$ cat src/conv_pkg.sv
// Overview of operation
// RULE1: Exactly one of eight inputs is selected, picked by the binary value of the latched address.
// RULE2: The address is captured on the rising edge of the address strobe; it must be stable there.
// RULE3: A start rising edge clears the result latch.
// RULE4: Sampling begins at the start edge and lasts 32 clocks before the bit trials.
// RULE5: A new start within the first 64 clocks abandons the conversion and restarts.
// RULE6: An abandoned conversion never delivers its result.
// RULE7: Wiring end-of-conversion back to start gives free-running conversion.
// RULE8: In free-running use, outside logic gives one start pulse after power-up.
// RULE9: A conversion takes from 57 to 74 clocks, start to completion.
// RULE10: End-of-conversion drops within 8 clocks plus 2 us of a start.
// RULE11: Trials run most significant first, weight 128, then 64, 32 and down to the LSB.
// RULE12: A trial that trips sets its result bit and releases the weight, else the weight stays.
// RULE13: One decision per bit, eight in all, then back to sample-then-convert; the code latches the result and idles until the next start.
// RULE14: End-of-conversion stays low while converting and rises once the result is latched.
// RULE15: Data outputs are driven with the result only while output enable is high.
package conv_pkg;

  // --------------------
  // timing
  // --------------------
  localparam int         CLK_PERIOD_NS     = 8;
  localparam int         SAMPLE_CYC        = 32;
  localparam int         TRIAL_CYC         = 4;
  localparam logic [5:0] SAMPLE_LAST       = 6'(SAMPLE_CYC - 1);
  localparam logic [5:0] TRIAL_APPLY       = 6'h00;
  localparam logic [5:0] TRIAL_DECIDE      = 6'(TRIAL_CYC - 1);
  localparam int         CONV_MIN_CYC      = 57;
  localparam int         CONV_MAX_CYC      = 74;
  localparam int         EOC_DROP_BASE_CYC = 8;
  localparam int         EOC_DROP_EXTRA_US = 2;
  localparam int         EOC_DROP_MAX_CYC  = EOC_DROP_BASE_CYC
                                           + (EOC_DROP_EXTRA_US * 1000) / CLK_PERIOD_NS;

  // --------------------
  // converter
  // --------------------
  localparam int         NBITS      = 8;
  localparam int         NCHAN      = 8;
  localparam logic [7:0] MSB_WEIGHT = 8'h80;
  localparam logic [7:0] CHAN0_SEL  = 8'h01;

  // --------------------
  // register map
  // --------------------
  localparam logic [1:0] REG_STATUS = 2'h0;
  localparam logic [1:0] REG_MASK   = 2'h1;
  localparam logic [1:0] REG_RESULT = 2'h2;
  localparam logic [1:0] REG_CTRL   = 2'h3;
  localparam int         STAT_W     = 2;
  localparam int         ST_DONE    = 0;
  localparam int         ST_ABANDON = 1;
  localparam int         CTRL_START = 0;
  localparam int         RES_CHAN   = 8;
  localparam int         RES_EOC    = 11;
  localparam int         RES_BUSY   = 12;

  typedef enum logic [1:0] {
    ST_IDLE   = 2'b00,
    ST_SAMPLE = 2'b01,
    ST_TRIAL  = 2'b10,
    ST_LATCH  = 2'b11
  } state_t;

endpackage

$ cat src/pin_sync.sv
`timescale 1ns/1ns
module pin_sync #(
  parameter int WIDTH = 1
) (
  input  wire logic             clk_i,
  input  wire logic             rst_b_i,
  input  wire logic [WIDTH-1:0] d_i,
  output logic      [WIDTH-1:0] q_o
);

  logic [WIDTH-1:0] meta_ff;
  logic [WIDTH-1:0] q_ff;

  // meta_ff feeds q_ff only
  always_ff @(posedge clk_i) begin
    if (!rst_b_i) begin
      meta_ff <= '0;
      q_ff    <= '0;
    end else begin
      meta_ff <= d_i;
      q_ff    <= meta_ff;
    end
  end

  assign q_o = q_ff;

endmodule

$ cat src/bit_trial_register.sv
`timescale 1ns/1ns
module bit_trial_register (
  input  wire logic       clk_i,
  input  wire logic       rst_b_i,
  input  wire logic       clear_i,
  input  wire logic       apply_i,
  input  wire logic       decide_i,
  input  wire logic       comp_i,
  output logic      [7:0] weight_o,
  output logic      [7:0] result_o,
  output logic      [7:0] active_o
);

  logic [7:0] weight_ff;
  logic [7:0] result_ff;
  logic [7:0] active_ff;
  logic [7:0] nxt_weight;
  logic [7:0] nxt_result;
  logic [7:0] nxt_active;

  // one-hot pointer walks down from the top weight
  assign nxt_active = clear_i  ? conv_pkg::MSB_WEIGHT :   // RULE11
                      decide_i ? (active_ff >> 1) : active_ff;

  for (genvar i = 0; i < conv_pkg::NBITS; i++) begin : g_bit
    logic trip;
    assign trip = decide_i & active_ff[i] & comp_i;
    // tripped trial: result bit set, weight released; else weight stays on
    assign nxt_weight[i] = clear_i ? 1'b0 :
                           (apply_i & active_ff[i]) ? 1'b1 :
                           trip ? 1'b0 : weight_ff[i];        // RULE12
    assign nxt_result[i] = clear_i ? 1'b0 :
                           trip ? 1'b1 : result_ff[i];        // RULE12
  end

  always_ff @(posedge clk_i) begin
    if (!rst_b_i) begin
      weight_ff <= 8'h00;
      result_ff <= 8'h00;
      active_ff <= 8'h00;
    end else begin
      weight_ff <= nxt_weight;
      result_ff <= nxt_result;
      active_ff <= nxt_active;
    end
  end

  assign weight_o = weight_ff;
  assign result_o = result_ff;
  assign active_o = active_ff;

endmodule

$ cat src/adc_sequencer.sv
`timescale 1ns/1ns
module adc_sequencer (
  input  wire logic        clk_i,
  input  wire logic        rst_b_i,
  input  wire logic [2:0]  addr_i,
  input  wire logic        addr_strobe_i,
  input  wire logic        start_i,
  input  wire logic        comparator_i,
  input  wire logic        out_enable_i,
  input  wire logic [1:0]  reg_addr_i,
  input  wire logic [31:0] reg_wdata_i,
  input  wire logic        reg_wr_i,
  input  wire logic        reg_rd_i,
  output logic      [31:0] reg_rdata_o,
  output logic      [7:0]  chan_sel_o,
  output logic             sample_o,
  output logic      [7:0]  trial_weight_o,
  output logic      [7:0]  data_o,
  output logic             data_oe_o,
  output logic             eoc_o,
  output logic             irq_o
);

  // --------------------
  // pin synchronisers
  // --------------------
  logic [6:0] pin_q;
  logic [2:0] addr_s;
  logic       ale_s;
  logic       start_s;
  logic       comp_s;
  logic       oe_s;

  pin_sync #(
    .WIDTH (7)
  ) u_sync (
    .clk_i   (clk_i),
    .rst_b_i (rst_b_i),
    .d_i     ({addr_i, addr_strobe_i, start_i, comparator_i, out_enable_i}),
    .q_o     (pin_q)
  );

  assign addr_s  = pin_q[6:4];
  assign ale_s   = pin_q[3];
  assign start_s = pin_q[2];
  assign comp_s  = pin_q[1];
  assign oe_s    = pin_q[0];

  // --------------------
  // edge detection
  // --------------------
  logic ale_d_ff;
  logic start_d_ff;
  logic ale_rise;
  logic start_rise;
  logic soft_start;
  logic start_evt;

  always_ff @(posedge clk_i) begin
    if (!rst_b_i) begin
      ale_d_ff   <= 1'b0;
      start_d_ff <= 1'b0;
    end else begin
      ale_d_ff   <= ale_s;
      start_d_ff <= start_s;
    end
  end

  assign ale_rise   = ale_s & ~ale_d_ff;
  assign start_rise = start_s & ~start_d_ff;
  assign soft_start = reg_wr_i & (reg_addr_i == conv_pkg::REG_CTRL)
                    & reg_wdata_i[conv_pkg::CTRL_START];
  // eoc looped to start lands here as an edge: free-running works
  assign start_evt  = start_rise | soft_start;   // RULE7

  // --------------------
  // channel address latch
  // --------------------
  logic [2:0] chan_ff;
  logic [7:0] chan_sel_ff;

  // addr and strobe share the same sync delay, so the pair stays aligned
  always_ff @(posedge clk_i) begin
    if (!rst_b_i) begin
      chan_ff <= 3'h0;
    end else if (ale_rise) begin
      chan_ff <= addr_s;   // RULE2
    end
  end

  always_ff @(posedge clk_i) begin
    if (!rst_b_i) begin
      chan_sel_ff <= conv_pkg::CHAN0_SEL;
    end else begin
      chan_sel_ff <= conv_pkg::CHAN0_SEL << chan_ff;   // RULE1
    end
  end

  // --------------------
  // sequencer
  // --------------------
  conv_pkg::state_t state_ff;
  conv_pkg::state_t nxt_state;
  logic [5:0]       cnt_ff;
  logic [5:0]       nxt_cnt;
  logic [7:0]       active;
  logic [7:0]       trial_result;
  logic             busy;
  logic             sample_done;
  logic             phase_apply;
  logic             phase_decide;
  logic             last_decide;

  assign busy         = (state_ff != conv_pkg::ST_IDLE);
  assign sample_done  = (state_ff == conv_pkg::ST_SAMPLE)
                      & (cnt_ff == conv_pkg::SAMPLE_LAST);   // RULE4
  assign phase_apply  = (state_ff == conv_pkg::ST_TRIAL)
                      & (cnt_ff == conv_pkg::TRIAL_APPLY);
  // comparator is read two sync stages after the weight moved
  assign phase_decide = (state_ff == conv_pkg::ST_TRIAL)
                      & (cnt_ff == conv_pkg::TRIAL_DECIDE);
  assign last_decide  = phase_decide & active[0];   // RULE13

  always_comb begin
    nxt_state = state_ff;
    nxt_cnt   = cnt_ff + 6'h01;
    if (start_evt) begin
      // any start, even mid-conversion, restarts from sampling
      nxt_state = conv_pkg::ST_SAMPLE;   // RULE5
      nxt_cnt   = 6'h00;
    end else begin
      case (state_ff)
        conv_pkg::ST_IDLE: begin
          nxt_cnt = 6'h00;
        end
        conv_pkg::ST_SAMPLE: begin
          if (sample_done) begin
            nxt_state = conv_pkg::ST_TRIAL;   // RULE4
            nxt_cnt   = 6'h00;
          end
        end
        conv_pkg::ST_TRIAL: begin
          if (phase_decide) begin
            nxt_cnt = 6'h00;
          end
          if (last_decide) begin
            nxt_state = conv_pkg::ST_LATCH;   // RULE13
          end
        end
        conv_pkg::ST_LATCH: begin
          nxt_state = conv_pkg::ST_IDLE;
          nxt_cnt   = 6'h00;
        end
        default: begin
          nxt_state = conv_pkg::ST_IDLE;
          nxt_cnt   = 6'h00;
        end
      endcase
    end
  end

  always_ff @(posedge clk_i) begin
    if (!rst_b_i) begin
      state_ff <= conv_pkg::ST_IDLE;
      cnt_ff   <= 6'h00;
    end else begin
      state_ff <= nxt_state;
      cnt_ff   <= nxt_cnt;
    end
  end

  bit_trial_register u_trial (
    .clk_i    (clk_i),
    .rst_b_i  (rst_b_i),
    .clear_i  (start_evt),
    .apply_i  (phase_apply),
    .decide_i (phase_decide),
    .comp_i   (comp_s),
    .weight_o (trial_weight_o),
    .result_o (trial_result),
    .active_o (active)
  );

  // --------------------
  // result latch and eoc
  // --------------------
  logic [7:0] result_ff;
  logic       eoc_ff;
  logic       sample_ff;
  logic       latch_now;

  // a start in the latch cycle wins: the old result is dropped
  assign latch_now = (state_ff == conv_pkg::ST_LATCH) & ~start_evt;   // RULE6

  always_ff @(posedge clk_i) begin
    if (!rst_b_i) begin
      result_ff <= 8'h00;
      eoc_ff    <= 1'b0;
      sample_ff <= 1'b0;
    end else begin
      if (start_evt) begin
        result_ff <= 8'h00;   // RULE3
        eoc_ff    <= 1'b0;    // RULE10
      end else if (latch_now) begin
        result_ff <= trial_result;
        eoc_ff    <= 1'b1;    // RULE14
      end
      sample_ff <= (nxt_state == conv_pkg::ST_SAMPLE);
    end
  end

  // --------------------
  // three-state data port
  // --------------------
  logic [7:0] data_ff;
  logic       data_oe_ff;

  always_ff @(posedge clk_i) begin
    if (!rst_b_i) begin
      data_ff    <= 8'h00;
      data_oe_ff <= 1'b0;
    end else begin
      data_ff    <= oe_s ? result_ff : 8'h00;   // RULE15
      data_oe_ff <= oe_s;                       // RULE15
    end
  end

  // --------------------
  // status, mask, irq
  // --------------------
  logic [1:0]  status_ff;
  logic [1:0]  mask_ff;
  logic [1:0]  stat_set;
  logic [1:0]  stat_clr;
  logic [1:0]  nxt_status;
  logic        irq_ff;
  logic        wr_status;
  logic        wr_mask;

  assign wr_status = reg_wr_i & (reg_addr_i == conv_pkg::REG_STATUS);
  assign wr_mask   = reg_wr_i & (reg_addr_i == conv_pkg::REG_MASK);
  assign stat_set  = {start_evt & busy, latch_now};
  assign stat_clr  = wr_status ? reg_wdata_i[conv_pkg::STAT_W-1:0] : 2'h0;
  // set beats a same-cycle write-one clear
  assign nxt_status = stat_set | (status_ff & ~stat_clr);

  always_ff @(posedge clk_i) begin
    if (!rst_b_i) begin
      status_ff <= 2'h0;
      mask_ff   <= 2'h0;
      irq_ff    <= 1'b0;
    end else begin
      status_ff <= nxt_status;
      if (wr_mask) begin
        mask_ff <= reg_wdata_i[conv_pkg::STAT_W-1:0];
      end
      irq_ff <= |(status_ff & mask_ff);
    end
  end

  // --------------------
  // register read port
  // --------------------
  logic [31:0] rd_mux;
  logic [31:0] res_word;
  logic [31:0] rdata_ff;

  assign res_word = {19'h0, busy, eoc_ff, chan_ff, result_ff};
  assign rd_mux   = (reg_addr_i == conv_pkg::REG_STATUS) ? {30'h0, status_ff} :
                    (reg_addr_i == conv_pkg::REG_MASK)   ? {30'h0, mask_ff}   :
                    (reg_addr_i == conv_pkg::REG_RESULT) ? res_word : 32'h0;

  always_ff @(posedge clk_i) begin
    if (!rst_b_i) begin
      rdata_ff <= 32'h0;
    end else begin
      rdata_ff <= reg_rd_i ? rd_mux : 32'h0;
    end
  end

  assign reg_rdata_o = rdata_ff;
  assign chan_sel_o  = chan_sel_ff;
  assign sample_o    = sample_ff;
  assign data_o      = data_ff;
  assign data_oe_o   = data_oe_ff;
  assign eoc_o       = eoc_ff;
  assign irq_o       = irq_ff;

  // --------------------
  // checks
  // --------------------
  localparam int EOC_DROP = conv_pkg::EOC_DROP_MAX_CYC;
  localparam int CONV_MIN = conv_pkg::CONV_MIN_CYC;
  localparam int CONV_MAX = conv_pkg::CONV_MAX_CYC;

  logic [7:0] conv_len_ff;
  logic [7:0] samp_len_ff;

  always_ff @(posedge clk_i) begin
    if (!rst_b_i || start_evt) begin
      conv_len_ff <= 8'h00;
    end else if (busy && conv_len_ff != 8'hFF) begin
      conv_len_ff <= conv_len_ff + 8'h01;
    end
  end

  always_ff @(posedge clk_i) begin
    if (!rst_b_i || !sample_ff || start_evt) begin
      samp_len_ff <= 8'h00;
    end else begin
      samp_len_ff <= samp_len_ff + 8'h01;
    end
  end
endmodule

$ cat config.mk
export PLATFORM = sky130hd
export DESIGN_NAME = adc_sequencer
export DESIGN_NICKNAME = d
export VERILOG_FILES = /design/src/conv_pkg.sv /design/src/pin_sync.sv /design/src/bit_trial_register.sv /design/src/adc_sequencer.sv
export SDC_FILE = /design/constraint.sdc
export NUM_CORES = 1
export LEC_CHECK = 0
export BUFFER_PORTS_ARGS = -buffer_cell sky130_fd_sc_hd__buf_2
export CORE_ASPECT_RATIO = 1.1
export CORE_UTILIZATION = 52
export CTS_BUF_LIST = sky130_fd_sc_hd__clkbuf_8
export CTS_CLUSTER_DIAMETER = 60
export DETAILED_ROUTE_END_ITERATION = 8
export GPL_TIMING_DRIVEN = 0
export PLACE_DENSITY_LB_ADDON = 0.25
export SYNTH_ARGS = -nofsm -noshare
export SYNTH_HDL_FRONTEND = slang
export SYNTH_SLANG_ARGS = --single-unit
export TNS_END_PERCENT = 50
$ cat constraint.sdc
create_clock -name clk_i -period 1.8 [get_ports clk_i]
set_input_delay 0.18 -clock clk_i [delete_from_list [all_inputs] [get_ports clk_i]]
set_output_delay 0.18 -clock clk_i [all_outputs]
set_load 0.01 [all_outputs]
==> results.json <==
{
  "outcome": "finished clean",
  "criticalPathCategory": "reg -> reg",
  "overflow": 0,
  "hpwl_mm": 4.22,
  "clk_latency_ns": 0.36,
  "r2r_cells": 5,
  "final-setup-viol-count": 0,
  "intPower_mw": 2.78,
  "peakVddDrop_mv": 0.440,
  "critPathBufInv": 0,
  "cts_buffers": 9,
  "p_switching_uw": 880,
  "pwr-share-comb_pct": 4.6,
  "synth_top_cell_by_area": "dfxtp_1",
  "fmax_mhz": 634,
  "cts_sinks": 96,
  "clock_power_share_pct": 36.3,
  "std_cell_rows": 30,
  "ys_seq_elements": 96,
  "cp.arrival_ns": 1.84,
  "placed_area_um2": 3820,
  "wirelength_mm": 5.92,
  "critical_path_depth": 5,
  "syn_avg_cell_area_um2": 9.80,
  "max-cap-violations": 0,
  "antenna_found_initial": 0,
  "grt_pass1_wl_mm": 10.1,
  "root_buffer": "clkbuf_8",
  "async_reset_ff_share_pct": 0,
  "swShare_pct": 24.0,
  "wl_per_cell_um": 11.5,
  "slowest_delay_ns": 0.39,
  "p_leak_nw": 1.83,
  "p_seq_share_pct": 59.1,
  "synth_warnings": 0,
  "hold_class": "in -> reg",
  "drive_above_1_share_pct": 23.8,
  "slew_viol_final": 0,
  "synth.top_cell.area_share_pct": 56.8,
  "rsz0062_at_grt": "no",
  "synth_cells": 345,
  "yosysSeqAreaShare_pct": 56.8,
  "power_density_nw_per_um2": 912,
  "critPathMaxFanout": 6,
  "cts_tree": "built",
  "holdWs_ns": 0.0185,
  "max_slew_margin_pct": 62.7,
  "grt_start_max_net_pins": 18,
  "path_delay_family": "compound AO/OA/AOI/OAI gates",
  "dr.pass1.iters": 4,
  "synth-edff-count": 0,
  "tns_ns": 0,
  "worstPathCellList": "ha_1 > nand3_1 > o31a_1 > o21bai_2 > nor2_1",
  "worstPathRequired_ns": 2.06,
  "finish.instance_area_um2": 4020,
  "vias": 2455,
  "syn_area_um2": 3380,
  "antenna_cells": 0,
  "dpl.cell_count": 497,
  "start_util_pct": 54.3,
  "grt_usage_pct": 19.2,
  "final_nets": 475,
  "ioPinCount": 105,
  "die-width_um": 78.9,
  "hold_buffers": 0,
  "grt_pass1_vias": 2203,
  "fillers": 534,
  "synth_cell_type_count": 40,
  "drcViolationCount": 0,
  "finalPower_mw": 3.66,
  "gp_congestion": 0.784,
  "core_area_um2": 6230,
  "synth_area_leaders": "dfxtp_1, and2_1, a21oi_1",
  "cts_max_level": 3,
  "portBuffers": 54,
  "worst_slew_pin_slew_ns": 0.560,
  "drt_iter0_markers": 113,
  "crit_slowest_cell": "dfxtp_1",
  "cp-start-kind": "flop",
  "viasPerCell": 4.79,
  "clockBufferDepth": 2,
  "timing.final.crit_period_ns": 1.58,
  "end_kind": "flop",
  "syn2layout_area_growth_pct": 18.8,
  "die-height_um": 86.6,
  "stdcell_count": 513,
  "ys.flop_type": "dfxtp_1",
  "antenna_left": 0,
  "holdPathStages": 2,
  "hold_viol": 0,
  "die_area_um2": 6830,
  "post_cts_buffers": 0,
  "post_cts_resized": 0,
  "clk_transition_reported_paths_ns": 0.09,
  "post-route-period-util_pct": 87.6,
  "skew_ns": 0.00725
}
## cells in the final DEF, fill, tap and decap left out, types with 3 or more instances in the layout
cell      instances
a21o_1            8
a21oi_1          34
and2_1           29
and3_1            8
buf_2            57
buf_4            19
clkbuf_1          8
clkbuf_8         10
conb_1           19
dfxtp_1          96
inv_1             4
mux2i_1           7
nand2_1          38
nand2b_1          5
nand3_1           4
nand4_1           8
nor2_1           28
nor2b_1          13
o21a_1            3
xnor2_1           3
## worst paths after layout
path / from / endpoint / slack [ns]
worst max-delay path: cnt_ff[0] / cnt_ff[2] / 0.22
worst min-delay path: comparator_i / u_sync.meta_ff[1] / 0.02
worst max register to register: cnt_ff[0] / cnt_ff[2] / 0.22
worst min register to register: u_sync.meta_ff[0] / u_sync.q_o[0] / 0.43
## power groups by stage
stage                     combinational [mW]  sequential (mW)  clock (mW)
after floorplan                        0.121             2.21           0
after global routing                   0.189             2.17        1.44
after global placement                 0.164             2.21           0
after CTS                              0.167             2.16        1.35
final                                  0.169             2.16        1.33
after detailed placement               0.166             2.21           0
## state kept, by name, summed over array words and instances, names as in the netlist, 2 cells and up
signal,count
chan_sel_o,8
u_trial.weight_o,8
reg_rdata_o,13
state_ff,2
u_trial.active_o,8
status_ff,2
chan_ff,3
mask_ff,2
u_sync.meta_ff,7
result_ff,8
data_o,8
u_trial.result_o,8
cnt_ff,6
u_sync.q_o,7
## cells by family after synthesis
group	synth area share [%]
mux	2.07
xor+xnor	1.04
flops	56.8
buf+inv	7.07
simple gates	22.5
fa+ha+maj	0.740
other cells	0.111
compound gates	9.62
## area by class of cell
type	count	area [um2]	area share, %
Clock buffer	10	138	3.43
Buffer	33	224	5.58
Tap cell	80	100	2.49
Sequential cell	96	1920	47.9
Timing Repair Buffer	54	270	6.73
Clock inverter	6	52.6	1.31
Multi-Input combinational cell	230	1290	32.2
Inverter	4	15.0	0.374
## cell usage after synthesis, drive strengths merged (4+ instances only)
cell	count
dfxtp	96
nand2	38
a21oi	36
and2	29
nor2	29
buf	24
nor2b	13
and3	9
clkbuf	9
nand4	9
a21o	8
mux2i	7
nand2b	5
nand3	5
inv	4
## per-layer routing
metal / global-route usage [%] / share of wire (%)
met3: 5.68 / 4.6
met5: 0 / 0
met1: 24.2 / 46
met2: 30.6 / 47
met4: 8.26 / 1.7
## stage by stage
| step | util, % | setup WS (ns) |
|---|---|---|
| 6_report | 64.4 | 0.223 |
| 5_1_grt | 64.4 | 0.0852 |
| 4_1_cts | 64.3 | 0.0989 |
| 3_5_place_dp | 61.3 | 0.110 |
| 3_3_place_gp | 61.3 | 0.178 |
| 2_1_floorplan | - | 0.358 |
Note: power is estimated with default switching activity, not from simulation.
